`config.mk`:
```
export PLATFORM = sky130hd
export DESIGN_NAME = pmc_ctrl
export DESIGN_NICKNAME = d
export VERILOG_FILES = /design/src/hdl/pmc_pkg.sv /design/src/hdl/pmc_sync.sv /design/src/hdl/pmc_pulse_filter.sv /design/src/hdl/pmc_ctrl.sv
export SDC_FILE = /design/constraint.sdc
export NUM_CORES = 1
export LEC_CHECK = 0
export BUFFER_PORTS_ARGS = -buffer_cell sky130_fd_sc_hd__buf_2
export CORE_AREA = 10 10 108 183
export CTS_BUF_LIST = sky130_fd_sc_hd__clkbuf_4 sky130_fd_sc_hd__clkbuf_8 sky130_fd_sc_hd__clkbuf_16
export DETAILED_ROUTE_END_ITERATION = 8
export DIE_AREA = 0 0 118 193
export PLACE_DENSITY = 0.76
export SKIP_CTS_REPAIR_TIMING = 1
export SLEW_MARGIN = 20
export SYNTH_ARGS = -nofsm -noshare
export SYNTH_HDL_FRONTEND = slang
export SYNTH_SLANG_ARGS = --single-unit
export TNS_END_PERCENT = 50
```
`constraint.sdc`:
```
create_clock -name clock -period 2.4 [get_ports clock]
set_clock_uncertainty 0.05 [all_clocks]
set_input_delay 0.24 -clock clock [delete_from_list [all_inputs] [get_ports clock]]
set_output_delay 0.24 -clock clock [all_outputs]
set_load 0.01 [all_outputs]
```
`src/hdl/pmc_pkg.sv`:
```
/*
  pmc_pkg: constants, field positions, timing counts and types shared by the
  module-control-pin logic of the pluggable module.
  Assumes a single 100 MHz clock domain; all pins are synchronised before use.
*/
package pmc_pkg;

  // clock and timing
  localparam int CLK_PERIOD_NS = 10;
  localparam int MIN_PULSE_NS  = 10000;
  localparam int MIN_PULSE_CYC = (MIN_PULSE_NS + CLK_PERIOD_NS - 1) / CLK_PERIOD_NS;
  localparam int INIT_TIME_NS  = 2000;
  localparam int INIT_CYC      = (INIT_TIME_NS + CLK_PERIOD_NS - 1) / CLK_PERIOD_NS;
  localparam int CNT_W         = 16;

  // two-wire bus slave address, arbitrary neutral value
  localparam logic [6:0] DEV_ADDR = 7'h50;

  // memory map
  localparam int         MAP_DEPTH  = 16;
  localparam int         PTR_W      = 4;
  localparam logic [3:0] ADR_STATUS = 4'h0;
  localparam logic [3:0] ADR_FLAGS  = 4'h1;
  localparam logic [3:0] ADR_CTRL   = 4'h2;
  localparam logic [3:0] ADR_POWER  = 4'h3;
  localparam logic [3:0] ADR_SCRATCH = 4'h4;

  // field positions
  localparam int BIT_DNR        = 0;
  localparam int FLG_RESET_DONE = 0;
  localparam int FLG_FAULT      = 1;
  localparam int NUM_FLAGS      = 2;
  localparam int CTL_HP_EN      = 0;
  localparam int PWR_HIGH       = 0;
  localparam int PWR_INIT_SW    = 1;

  // reset values
  localparam logic [7:0]           MEM_RST   = 8'h00;
  localparam logic [NUM_FLAGS-1:0] FLAGS_RST = 2'h0;
  localparam logic                 HP_EN_RST = 1'b0;

  // pin bundle, synchronised as one vector
  typedef struct packed {
    logic scl;
    logic sda;
    logic sel_n;
    logic rst_n;
    logic init;
    logic init_drv;
  } pmc_pins_t;

  localparam logic [5:0] PINS_IDLE = 6'h3E;

  typedef struct packed {
    logic data_not_ready;
    logic high_power;
    logic init_sw;
  } pmc_status_t;

  typedef enum logic [1:0] {
    ST_RESET = 2'b00,
    ST_INIT  = 2'b01,
    ST_READY = 2'b11
  } pmc_mgmt_t;

  typedef enum logic [2:0] {
    TW_IDLE  = 3'b000,
    TW_ADDR  = 3'b001,
    TW_AACK  = 3'b011,
    TW_WDATA = 3'b010,
    TW_WACK  = 3'b110,
    TW_RDATA = 3'b111,
    TW_RACK  = 3'b101
  } pmc_twi_t;

endpackage

```
`src/hdl/pmc_sync.sv`:
```
/*
  pmc_sync: two-flop synchroniser for a vector of independent pin levels.
  Assumes each bit is a slow level; no bus coherence across bits is implied.
*/
`timescale 1ns/1ps
module pmc_sync #(
  parameter int              W       = 6,
  parameter logic [W-1:0]    RST_VAL = '0
) (
  // clock and reset
  input  wire logic          clock,
  input  wire logic          rst_n,
  // levels
  input  wire logic [W-1:0]  d_async,
  output logic      [W-1:0]  q_sync
);

  logic [W-1:0] meta_r;

  always_ff @(posedge clock) begin
    if (!rst_n) begin
      meta_r <= RST_VAL;
      q_sync <= RST_VAL;
    end else begin
      meta_r <= d_async;
      q_sync <= meta_r;
    end
  end

endmodule // pmc_sync

```
`src/hdl/pmc_pulse_filter.sv`:
```
/*
  pmc_pulse_filter: qualifies an active-low level; the output rises only once
  the input has stayed low for more than MIN_CYC cycles, and falls with it.
  Assumes a synchronised input.
*/
`timescale 1ns/1ps
module pmc_pulse_filter #(
  parameter int                  CNT_W   = 16,
  parameter logic [CNT_W-1:0]    MIN_CYC = 16'h03E8
) (
  // clock and reset
  input  wire logic              clock,
  input  wire logic              rst_n,
  // level in, qualified level out
  input  wire logic              level_n,
  output logic                   active
);

  logic [CNT_W-1:0] cnt_r;

  // short glitches restart the count, so they never reach the output
  always_ff @(posedge clock) begin
    if (!rst_n || level_n) begin
      cnt_r  <= '0;
      active <= 1'b0;
    end else if (cnt_r < MIN_CYC) begin
      cnt_r  <= cnt_r + 1'b1;
    end else begin
      active <= 1'b1;
    end
  end

endmodule // pmc_pulse_filter

```
`src/hdl/pmc_ctrl.sv`:
```
/*
  pmc_ctrl: low-speed control-pin logic of the pluggable module: select-gated
  two-wire management slave with a small memory map, filtered host reset,
  reset-completion interrupt, init-mode power control, present and interrupt.
  Assumes the host provides pull-ups on the open-drain lines and resolves the
  wires from the enables; scl/sda arrive asynchronously.
*/
//
// Overview of operation
// - bus transactions answered only while module select is low
// - host reaches memory map over two-wire clock and data
// - qualified long reset low restores all settings to defaults
// - reset completion raises interrupt and clears the not-ready flag
// - power-up raises the completion interrupt without a reset pulse
// - undriven init-mode input reads high, selecting software control
// - init-mode high: stay low power until software enables high power
// - init-mode low: go high power once management init completes
// - module pulls present line low while inserted
// - interrupt line low signals fault or critical status
// - interrupt line is open-drain: pull low or release only
`timescale 1ns/1ps
module pmc_ctrl
  import pmc_pkg::*;
#(
  parameter int MIN_PULSE = pmc_pkg::MIN_PULSE_CYC,
  parameter int INIT_TIME = pmc_pkg::INIT_CYC
) (
  // clock and reset
  input  wire logic                 clock,
  input  wire logic                 rst_n,
  // two-wire management bus
  input  wire logic                 twi_scl,
  input  wire logic                 twi_sda_i,
  output logic                      twi_sda_o,
  output logic                      twi_sda_oe,
  // host control inputs
  input  wire logic                 module_select_n,
  input  wire logic                 module_reset_n,
  input  wire logic                 init_control_select,
  input  wire logic                 init_control_select_drv,
  // open-drain outputs to host
  output logic                      module_present_n_o,
  output logic                      module_present_n_oe,
  output logic                      interrupt_out_n_o,
  output logic                      interrupt_out_n_oe,
  // module-internal events and status
  input  wire logic                 fault_event,
  output pmc_pkg::pmc_status_t      status
);

  import pmc_pkg::*;

  localparam logic [CNT_W-1:0] MIN_PULSE_W = CNT_W'(MIN_PULSE);
  localparam logic [CNT_W-1:0] INIT_LAST   = CNT_W'(INIT_TIME - 1);

  pmc_pins_t               pins_s;
  pmc_pins_t               pins_q;
  logic                    host_rst;
  logic                    sreset;
  logic                    init_eff;
  logic                    sel;
  logic                    scl_rise;
  logic                    scl_fall;
  logic                    start_det;
  logic                    stop_det;

  pmc_mgmt_t               mgmt_r;
  logic [CNT_W-1:0]        init_cnt_r;
  logic                    done_pulse;

  logic [NUM_FLAGS-1:0]    flags_r;
  logic [NUM_FLAGS-1:0]    flags_nxt;
  logic                    int_oe_r;
  logic                    hp_en_r;
  logic                    hp_mode_r;
  logic [7:0]              mem_r [MAP_DEPTH];
  logic [7:0]              rd_byte;

  pmc_twi_t                tw_r;
  logic [2:0]              bit_cnt_r;
  logic                    byte_full_r;
  logic [7:0]              shift_r;
  logic [7:0]              tx_r;
  logic [PTR_W-1:0]        ptr_r;
  logic                    first_r;
  logic                    rw_r;
  logic                    acked_r;
  logic                    sda_oe_r;
  logic                    wr_pulse_r;
  logic [PTR_W-1:0]        wr_addr_r;
  logic [7:0]              wr_data_r;
  logic                    rd_done_r;
  logic [PTR_W-1:0]        rd_addr_r;

  // pins enter through two flops
  pmc_sync #(
    .W       (6),
    .RST_VAL (PINS_IDLE)
  ) u_sync (
    .clock   (clock),
    .rst_n   (rst_n),
    .d_async ({twi_scl, twi_sda_i, module_select_n, module_reset_n,
               init_control_select, init_control_select_drv}),
    .q_sync  (pins_s)
  );

  pmc_pulse_filter #(
    .CNT_W   (CNT_W),
    .MIN_CYC (MIN_PULSE_W)
  ) u_rst_filt (
    .clock   (clock),
    .rst_n   (rst_n),
    .level_n (pins_s.rst_n),
    .active  (host_rst)
  );

  always_ff @(posedge clock) begin
    if (!rst_n) begin
      pins_q <= pmc_pins_t'(PINS_IDLE);
    end else begin
      pins_q <= pins_s;
    end
  end

  assign sreset    = !rst_n || host_rst;
  assign init_eff  = pins_s.init_drv ? pins_s.init : 1'b1;
  assign sel       = ~pins_s.sel_n;
  assign scl_rise  = pins_s.scl & ~pins_q.scl;
  assign scl_fall  = ~pins_s.scl & pins_q.scl;
  assign start_det = pins_s.scl & pins_q.scl & pins_q.sda & ~pins_s.sda;
  assign stop_det  = pins_s.scl & pins_q.scl & ~pins_q.sda & pins_s.sda;

  // management init sequence; power-up enters it the same as a host reset
  always_ff @(posedge clock) begin
    if (sreset) begin
      mgmt_r     <= ST_RESET;
      init_cnt_r <= '0;
    end else begin
      case (mgmt_r)
        ST_RESET: begin
          mgmt_r     <= ST_INIT;
          init_cnt_r <= '0;
        end
        ST_INIT: begin
          if (init_cnt_r >= INIT_LAST) begin
            mgmt_r <= ST_READY;
          end else begin
            init_cnt_r <= init_cnt_r + 1'b1;
          end
        end
        ST_READY: mgmt_r <= ST_READY;
        default:  mgmt_r <= ST_RESET;
      endcase
    end
  end

  assign done_pulse = (mgmt_r == ST_INIT) && (init_cnt_r >= INIT_LAST);

  // sticky flags; a set in the clearing cycle survives
  always_comb begin
    flags_nxt = flags_r;
    if (rd_done_r && rd_addr_r == ADR_FLAGS) begin
      flags_nxt = '0;
    end
    flags_nxt[FLG_RESET_DONE] = flags_nxt[FLG_RESET_DONE] | done_pulse;
    flags_nxt[FLG_FAULT]      = flags_nxt[FLG_FAULT] | fault_event;
  end

  always_ff @(posedge clock) begin
    if (sreset) begin
      flags_r  <= FLAGS_RST;
      int_oe_r <= 1'b0;
    end else begin
      flags_r  <= flags_nxt;
      int_oe_r <= |flags_nxt;
    end
  end

  // open drain: data is always zero, only the enable moves
  assign interrupt_out_n_o   = 1'b0;
  assign interrupt_out_n_oe  = int_oe_r;
  assign module_present_n_o  = 1'b0;
  assign module_present_n_oe = 1'b1;
  assign twi_sda_o           = 1'b0;
  assign twi_sda_oe          = sda_oe_r;

  // writable settings, all back to defaults on any reset
  always_ff @(posedge clock) begin
    if (sreset) begin
      hp_en_r <= HP_EN_RST;
      for (int i = 0; i < MAP_DEPTH; i++) begin
        mem_r[i] <= MEM_RST;
      end
    end else if (wr_pulse_r) begin
      if (wr_addr_r == ADR_CTRL) begin
        hp_en_r <= wr_data_r[CTL_HP_EN];
      end else if (wr_addr_r >= ADR_SCRATCH) begin
        mem_r[wr_addr_r] <= wr_data_r;
      end
    end
  end

  // power mode follows the init-mode choice
  always_ff @(posedge clock) begin
    if (sreset) begin
      hp_mode_r <= 1'b0;
    end else begin
      hp_mode_r <= (mgmt_r == ST_READY) && (!init_eff || hp_en_r);
    end
  end

  assign status.data_not_ready = (mgmt_r != ST_READY);
  assign status.high_power     = hp_mode_r;
  assign status.init_sw        = init_eff;

  // read view of the memory map
  always_comb begin
    rd_byte = 8'h00;
    case (ptr_r)
      ADR_STATUS: rd_byte[BIT_DNR]        = (mgmt_r != ST_READY);
      ADR_FLAGS:  rd_byte[NUM_FLAGS-1:0]  = flags_r;
      ADR_CTRL:   rd_byte[CTL_HP_EN]      = hp_en_r;
      ADR_POWER: begin
        rd_byte[PWR_HIGH]    = hp_mode_r;
        rd_byte[PWR_INIT_SW] = init_eff;
      end
      default:    rd_byte = mem_r[ptr_r];
    endcase
  end

  // two-wire slave engine; bits sampled on scl rise, sda moved on scl fall
  always_ff @(posedge clock) begin
    wr_pulse_r <= 1'b0;
    rd_done_r  <= 1'b0;
    if (sreset || !sel) begin
      tw_r        <= TW_IDLE;
      sda_oe_r    <= 1'b0;
      bit_cnt_r   <= 3'h0;
      byte_full_r <= 1'b0;
      shift_r     <= 8'h00;
      tx_r        <= 8'h00;
      ptr_r       <= '0;
      first_r     <= 1'b1;
      rw_r        <= 1'b0;
      acked_r     <= 1'b0;
      wr_addr_r   <= '0;
      wr_data_r   <= 8'h00;
      rd_addr_r   <= '0;
    end else if (start_det) begin
      tw_r        <= TW_ADDR;
      bit_cnt_r   <= 3'h0;
      byte_full_r <= 1'b0;
      sda_oe_r    <= 1'b0;
      first_r     <= 1'b1;
    end else if (stop_det) begin
      tw_r     <= TW_IDLE;
      sda_oe_r <= 1'b0;
    end else if (scl_rise) begin
      case (tw_r)
        TW_ADDR, TW_WDATA: begin
          shift_r     <= {shift_r[6:0], pins_s.sda};
          bit_cnt_r   <= bit_cnt_r + 3'h1;
          byte_full_r <= (bit_cnt_r == 3'h7);
        end
        TW_RDATA: begin
          bit_cnt_r   <= bit_cnt_r + 3'h1;
          byte_full_r <= (bit_cnt_r == 3'h7);
        end
        TW_RACK: acked_r <= ~pins_s.sda;
        default: acked_r <= acked_r;
      endcase
    end else if (scl_fall) begin
      case (tw_r)
        TW_ADDR: begin
          if (byte_full_r) begin
            byte_full_r <= 1'b0;
            if (shift_r[7:1] == DEV_ADDR) begin
              sda_oe_r <= 1'b1;
              rw_r     <= shift_r[0];
              tw_r     <= TW_AACK;
            end else begin
              tw_r <= TW_IDLE;
            end
          end
        end
        TW_AACK, TW_RACK: begin
          if (tw_r == TW_AACK ? rw_r : acked_r) begin
            tx_r     <= {rd_byte[6:0], 1'b0};
            sda_oe_r <= ~rd_byte[7];
            tw_r     <= TW_RDATA;
          end else if (tw_r == TW_AACK) begin
            sda_oe_r <= 1'b0;
            tw_r     <= TW_WDATA;
          end else begin
            tw_r <= TW_IDLE;
          end
        end
        TW_WDATA: begin
          if (byte_full_r) begin
            byte_full_r <= 1'b0;
            sda_oe_r    <= 1'b1;
            tw_r        <= TW_WACK;
            if (first_r) begin
              ptr_r   <= shift_r[PTR_W-1:0];
              first_r <= 1'b0;
            end else begin
              wr_pulse_r <= 1'b1;
              wr_addr_r  <= ptr_r;
              wr_data_r  <= shift_r;
              ptr_r      <= ptr_r + 1'b1;
            end
          end
        end
        TW_WACK: begin
          sda_oe_r <= 1'b0;
          tw_r     <= TW_WDATA;
        end
        TW_RDATA: begin
          if (byte_full_r) begin
            byte_full_r <= 1'b0;
            sda_oe_r    <= 1'b0;
            tw_r        <= TW_RACK;
            rd_done_r   <= 1'b1;
            rd_addr_r   <= ptr_r;
            ptr_r       <= ptr_r + 1'b1;
          end else begin
            sda_oe_r <= ~tx_r[7];
            tx_r     <= {tx_r[6:0], 1'b0};
          end
        end
        default: tw_r <= TW_IDLE;
      endcase
    end
  end

endmodule // pmc_ctrl

```
==> impl_metrics.env <==
export IMPL_start_util=0.6086
export IMPL_drv_max_cap_violation_count=0
export IMPL_detail_route_drc_violations=0
export IMPL_synth_enable_flop_cells=128
export IMPL_final_fill_count=1192
export IMPL_mostFrequentLayoutCell="sky130_fd_sc_hd__edfxtp_1"
export IMPL_clock_path_buffers=3
export IMPL_vias_in_the_first_global_route=6824
export IMPL_seq_area_frac_synth=0.5866
export IMPL_post_synth_cell_types=70
export IMPL_crit_path_cell_trace="ha_1 -> a2111oi_2 -> o211ai_2 -> a211oi_2 -> a21oi_1 -> a31o_1"
export IMPL_outcome="complete, no violations"
export IMPL_critical_path_max_stage_delay_ns=0.45
export IMPL_max_vdd_ir_drop_mv=0.4692
export IMPL_grt_first_pass_wirelength_mm=36.06
export IMPL_worst_path_buf_inv=0
export IMPL_drt_initial_drc_count=584
export IMPL_drt_antenna_violating_nets=0
export IMPL_worst_ep_arrival_time_ns=2.56
export IMPL_tightest_slew_margin_relative_to_the_limit=0.3111
export IMPL_worst_hold_path_num_cells=3
export IMPL_rows=63
export IMPL_p_leak_nw=4.115
export IMPL_timing_critical_path_depth=6
export IMPL_finalWirelength_mm=22.87
export IMPL_core_area_sq_um=16710
export IMPL_crit_path_max_fanout=9
export IMPL_ctsRootBufferMaster="sky130_fd_sc_hd__clkbuf_16"
export IMPL_number_of_cell_instances_on_the_worst_register_to_register_path=6
export IMPL_endpoints_failing_setup=0
export IMPL_drive_above_1_share=0.1289
export IMPL_ys_flop_type="sky130_fd_sc_hd__edfxtp_1"
export IMPL_number_of_instances_in_the_synthesized_netlist=831
export IMPL_clock_sinks=234
export IMPL_layout_setup_ws_ns=0.1830
export IMPL_synth_largest_area_cell="sky130_fd_sc_hd__edfxtp_1"
export IMPL_cts_htree_levels=1
export IMPL_worst_path_dominant_cell_family="compound AO/OA/AOI/OAI gates"
export IMPL_clock_tree_from_tritoncts="built"
export IMPL_synth_avg_cell_area_sq_um=12.24
export IMPL_place_worst_setup_slack_ns=0.1647
export IMPL_area_delta_synth_final_pct=12.89
export IMPL_cts_reportedPaths_clkPinSlew_ns=0.07
export IMPL_floorplan_io_pins=18
export IMPL_clock_fmax_mhz=451.1
export IMPL_place_detailed_instances=1080
export IMPL_numCtsBuffers=22
export IMPL_timing_critical_path_from_type="register"
export IMPL_worst_skew_pair_late_latency_ns=0.51
export IMPL_floorplan_die_area_sq_um=22770
export IMPL_netlist_top_cells_area="sky130_fd_sc_hd__edfxtp_1 (38%), sky130_fd_sc_hd__dfxtp_1 (21%), sky130_fd_sc_hd__and2_1 (7.1%)"
export IMPL_detailroute_via_count=6591
export IMPL_worstPathRequired_ns=2.75
export IMPL_global_route_overflow_total=0
export IMPL_drt_pass1_iter_count=6
export IMPL_fin_crit_sh=0.9237
export IMPL_global_route_usage_total=0.2000
export IMPL_synth_warning_count=0
export IMPL_gp_routability_congestion=0.9094
export IMPL_layout_cells_most_common_list="sky130_fd_sc_hd__edfxtp_1 (128), sky130_fd_sc_hd__and2_1 (115), sky130_fd_sc_hd__dfxtp_1 (105)"
export IMPL_type_of_the_worst_setup_path="register to register"
export IMPL_port_buffers=13
export IMPL_floorplan_die_width_um=118
export IMPL_finalHoldViolations=0
export IMPL_insertedDiodeCount=0
export IMPL_critical_path_slowest_cell="sky130_fd_sc_hd__a211oi_2"
export IMPL_power_per_cell_area_nw_per_um2=728.9
export IMPL_routedWlPerCell_um=20.29
export IMPL_tightestPinTransition_ns=1.022
export IMPL_ys_async_sr_fraction=0
export IMPL_synth_top_area_share=0.3780
export IMPL_layout_cells_non_filler=1127
export IMPL_post_dp_hpwl_mm=16.37
export IMPL_crit_path_end_kind="register"
export IMPL_grt_antenna_before_repair=0
export IMPL_nets=901
export IMPL_post_route_min_period_ns=2.217
export IMPL_vias_per_cell=5.848
export IMPL_largest_net_degree_at_the_start_of_global_routing=30
export IMPL_chipHeight_um=193
export IMPL_slew_viol_final=0
export IMPL_synth_cell_area_sq_um=10170
export IMPL_tns_ns=0
export IMPL_worst_min_delay_path_class="input pin to register"
export IMPL_yosys_register_bits=234
export IMPL_grt_setup_unrepaired="no"
==> registers in the layout, indices dropped and copies added (netlist names), 6 cells and up, named ones only <==
name	count
mem_r	128
u_sync.meta_r	6
u_sync.q_sync	6
init_cnt_r	16
wr_data_r	8
tx_r	7
u_rst_filt.cnt_r	16
shift_r	8
==> through the flow <==
| stage | power (mW) | hold WS [ns] | utilization | cell area (sq um) |
|---|---|---|---|---|
| final | 8.369 | 0.1081 | 0.6870 | 11480 |
| after global routing | 8.576 | 0.1147 | 0.6870 | 11480 |
| after CTS | 8.384 | -0.1418 | 0.6823 | 11400 |
| after detailed placement | 4.650 | 0.3461 | 0.6336 | 10590 |
| after global placement | 4.634 | 0.3376 | 0.6336 | 10590 |
| after floorplan | 4.562 | 0.2915 | - | 10300 |
==> tightest hold or removal path, cell delays in order <==
cell	delay [ns]
sky130_fd_sc_hd__buf_2	0.12
sky130_fd_sc_hd__buf_4	0.19
sky130_fd_sc_hd__nand2b_1	0.08
==> final cells by class <==
class                      instances  area (sq um)  share of cell area
sequential                       234          5967              0.5197
clock buffer                      30         675.6             0.05885
clock inverter                    10         138.9             0.01210
tap                              227         284.0             0.02474
inverter                          16         60.06            0.005231
timing repair buffer              46         342.8             0.02986
multi-input combinational        564          4013              0.3495
==> cells in the mapped netlist (all sizes together), types with 3 or more instances <==
master / number
xnor2: 9
nand3: 16
dfxtp: 106
a21oi: 28
mux4: 31
and2: 115
a211oi: 4
buf: 21
mux2i: 43
clkbuf: 30
nand4: 6
nor2b: 5
nand2b: 28
a221oi: 3
or3: 7
a31oi: 6
nor3b: 4
o21ai: 44
nor4: 5
ha: 8
o211ai: 3
inv: 16
nor3: 14
nand2: 39
and3b: 3
edfxtp: 128
a22oi: 6
nor2: 67
==> worst paths after layout <==
| path | from | end | slack, ns |
|---|---|---|---|
| max | init_cnt_r[0] | init_cnt_r[5] | 0.18 |
| min | rst_n | u_sync.q_sync[3] | 0.11 |
| max reg2reg | init_cnt_r[0] | init_cnt_r[5] | 0.18 |
| min reg2reg | u_sync.meta_r[3] | u_sync.q_sync[3] | 0.36 |
==> layer usage <==
metal	global-route usage	vias to the layer above	wire length [um]
met2	0.4016	212	12900
met5	0	-	0
met1	0.1995	3246	8100
met3	0.02187	62	940
met4	0.09408	0	934
li1	-	3071	-
==> report_power, final <==
part	leakage, nW	switching [mW]	internal (mW)
Combinational	1.55	0.130	0.0786
Sequential	2.16	0.0437	4.32
Clock	0.410	1.48	2.32
Total	4.11	1.65	6.72
==> kinds of logic after synthesis <==
family / share of synthesized area
DFF: 0.5866
muxes: 0.1143
xor gates and xnor gates: 0.009474
other: 0.0007385
adders and majority gates: 0.01083
buffers and inverters: 0.03211
and+or+nand+nor: 0.1718
AOI/OAI and AO/OA: 0.07419
No activity file was read; power rests on OpenSTA's default activity.
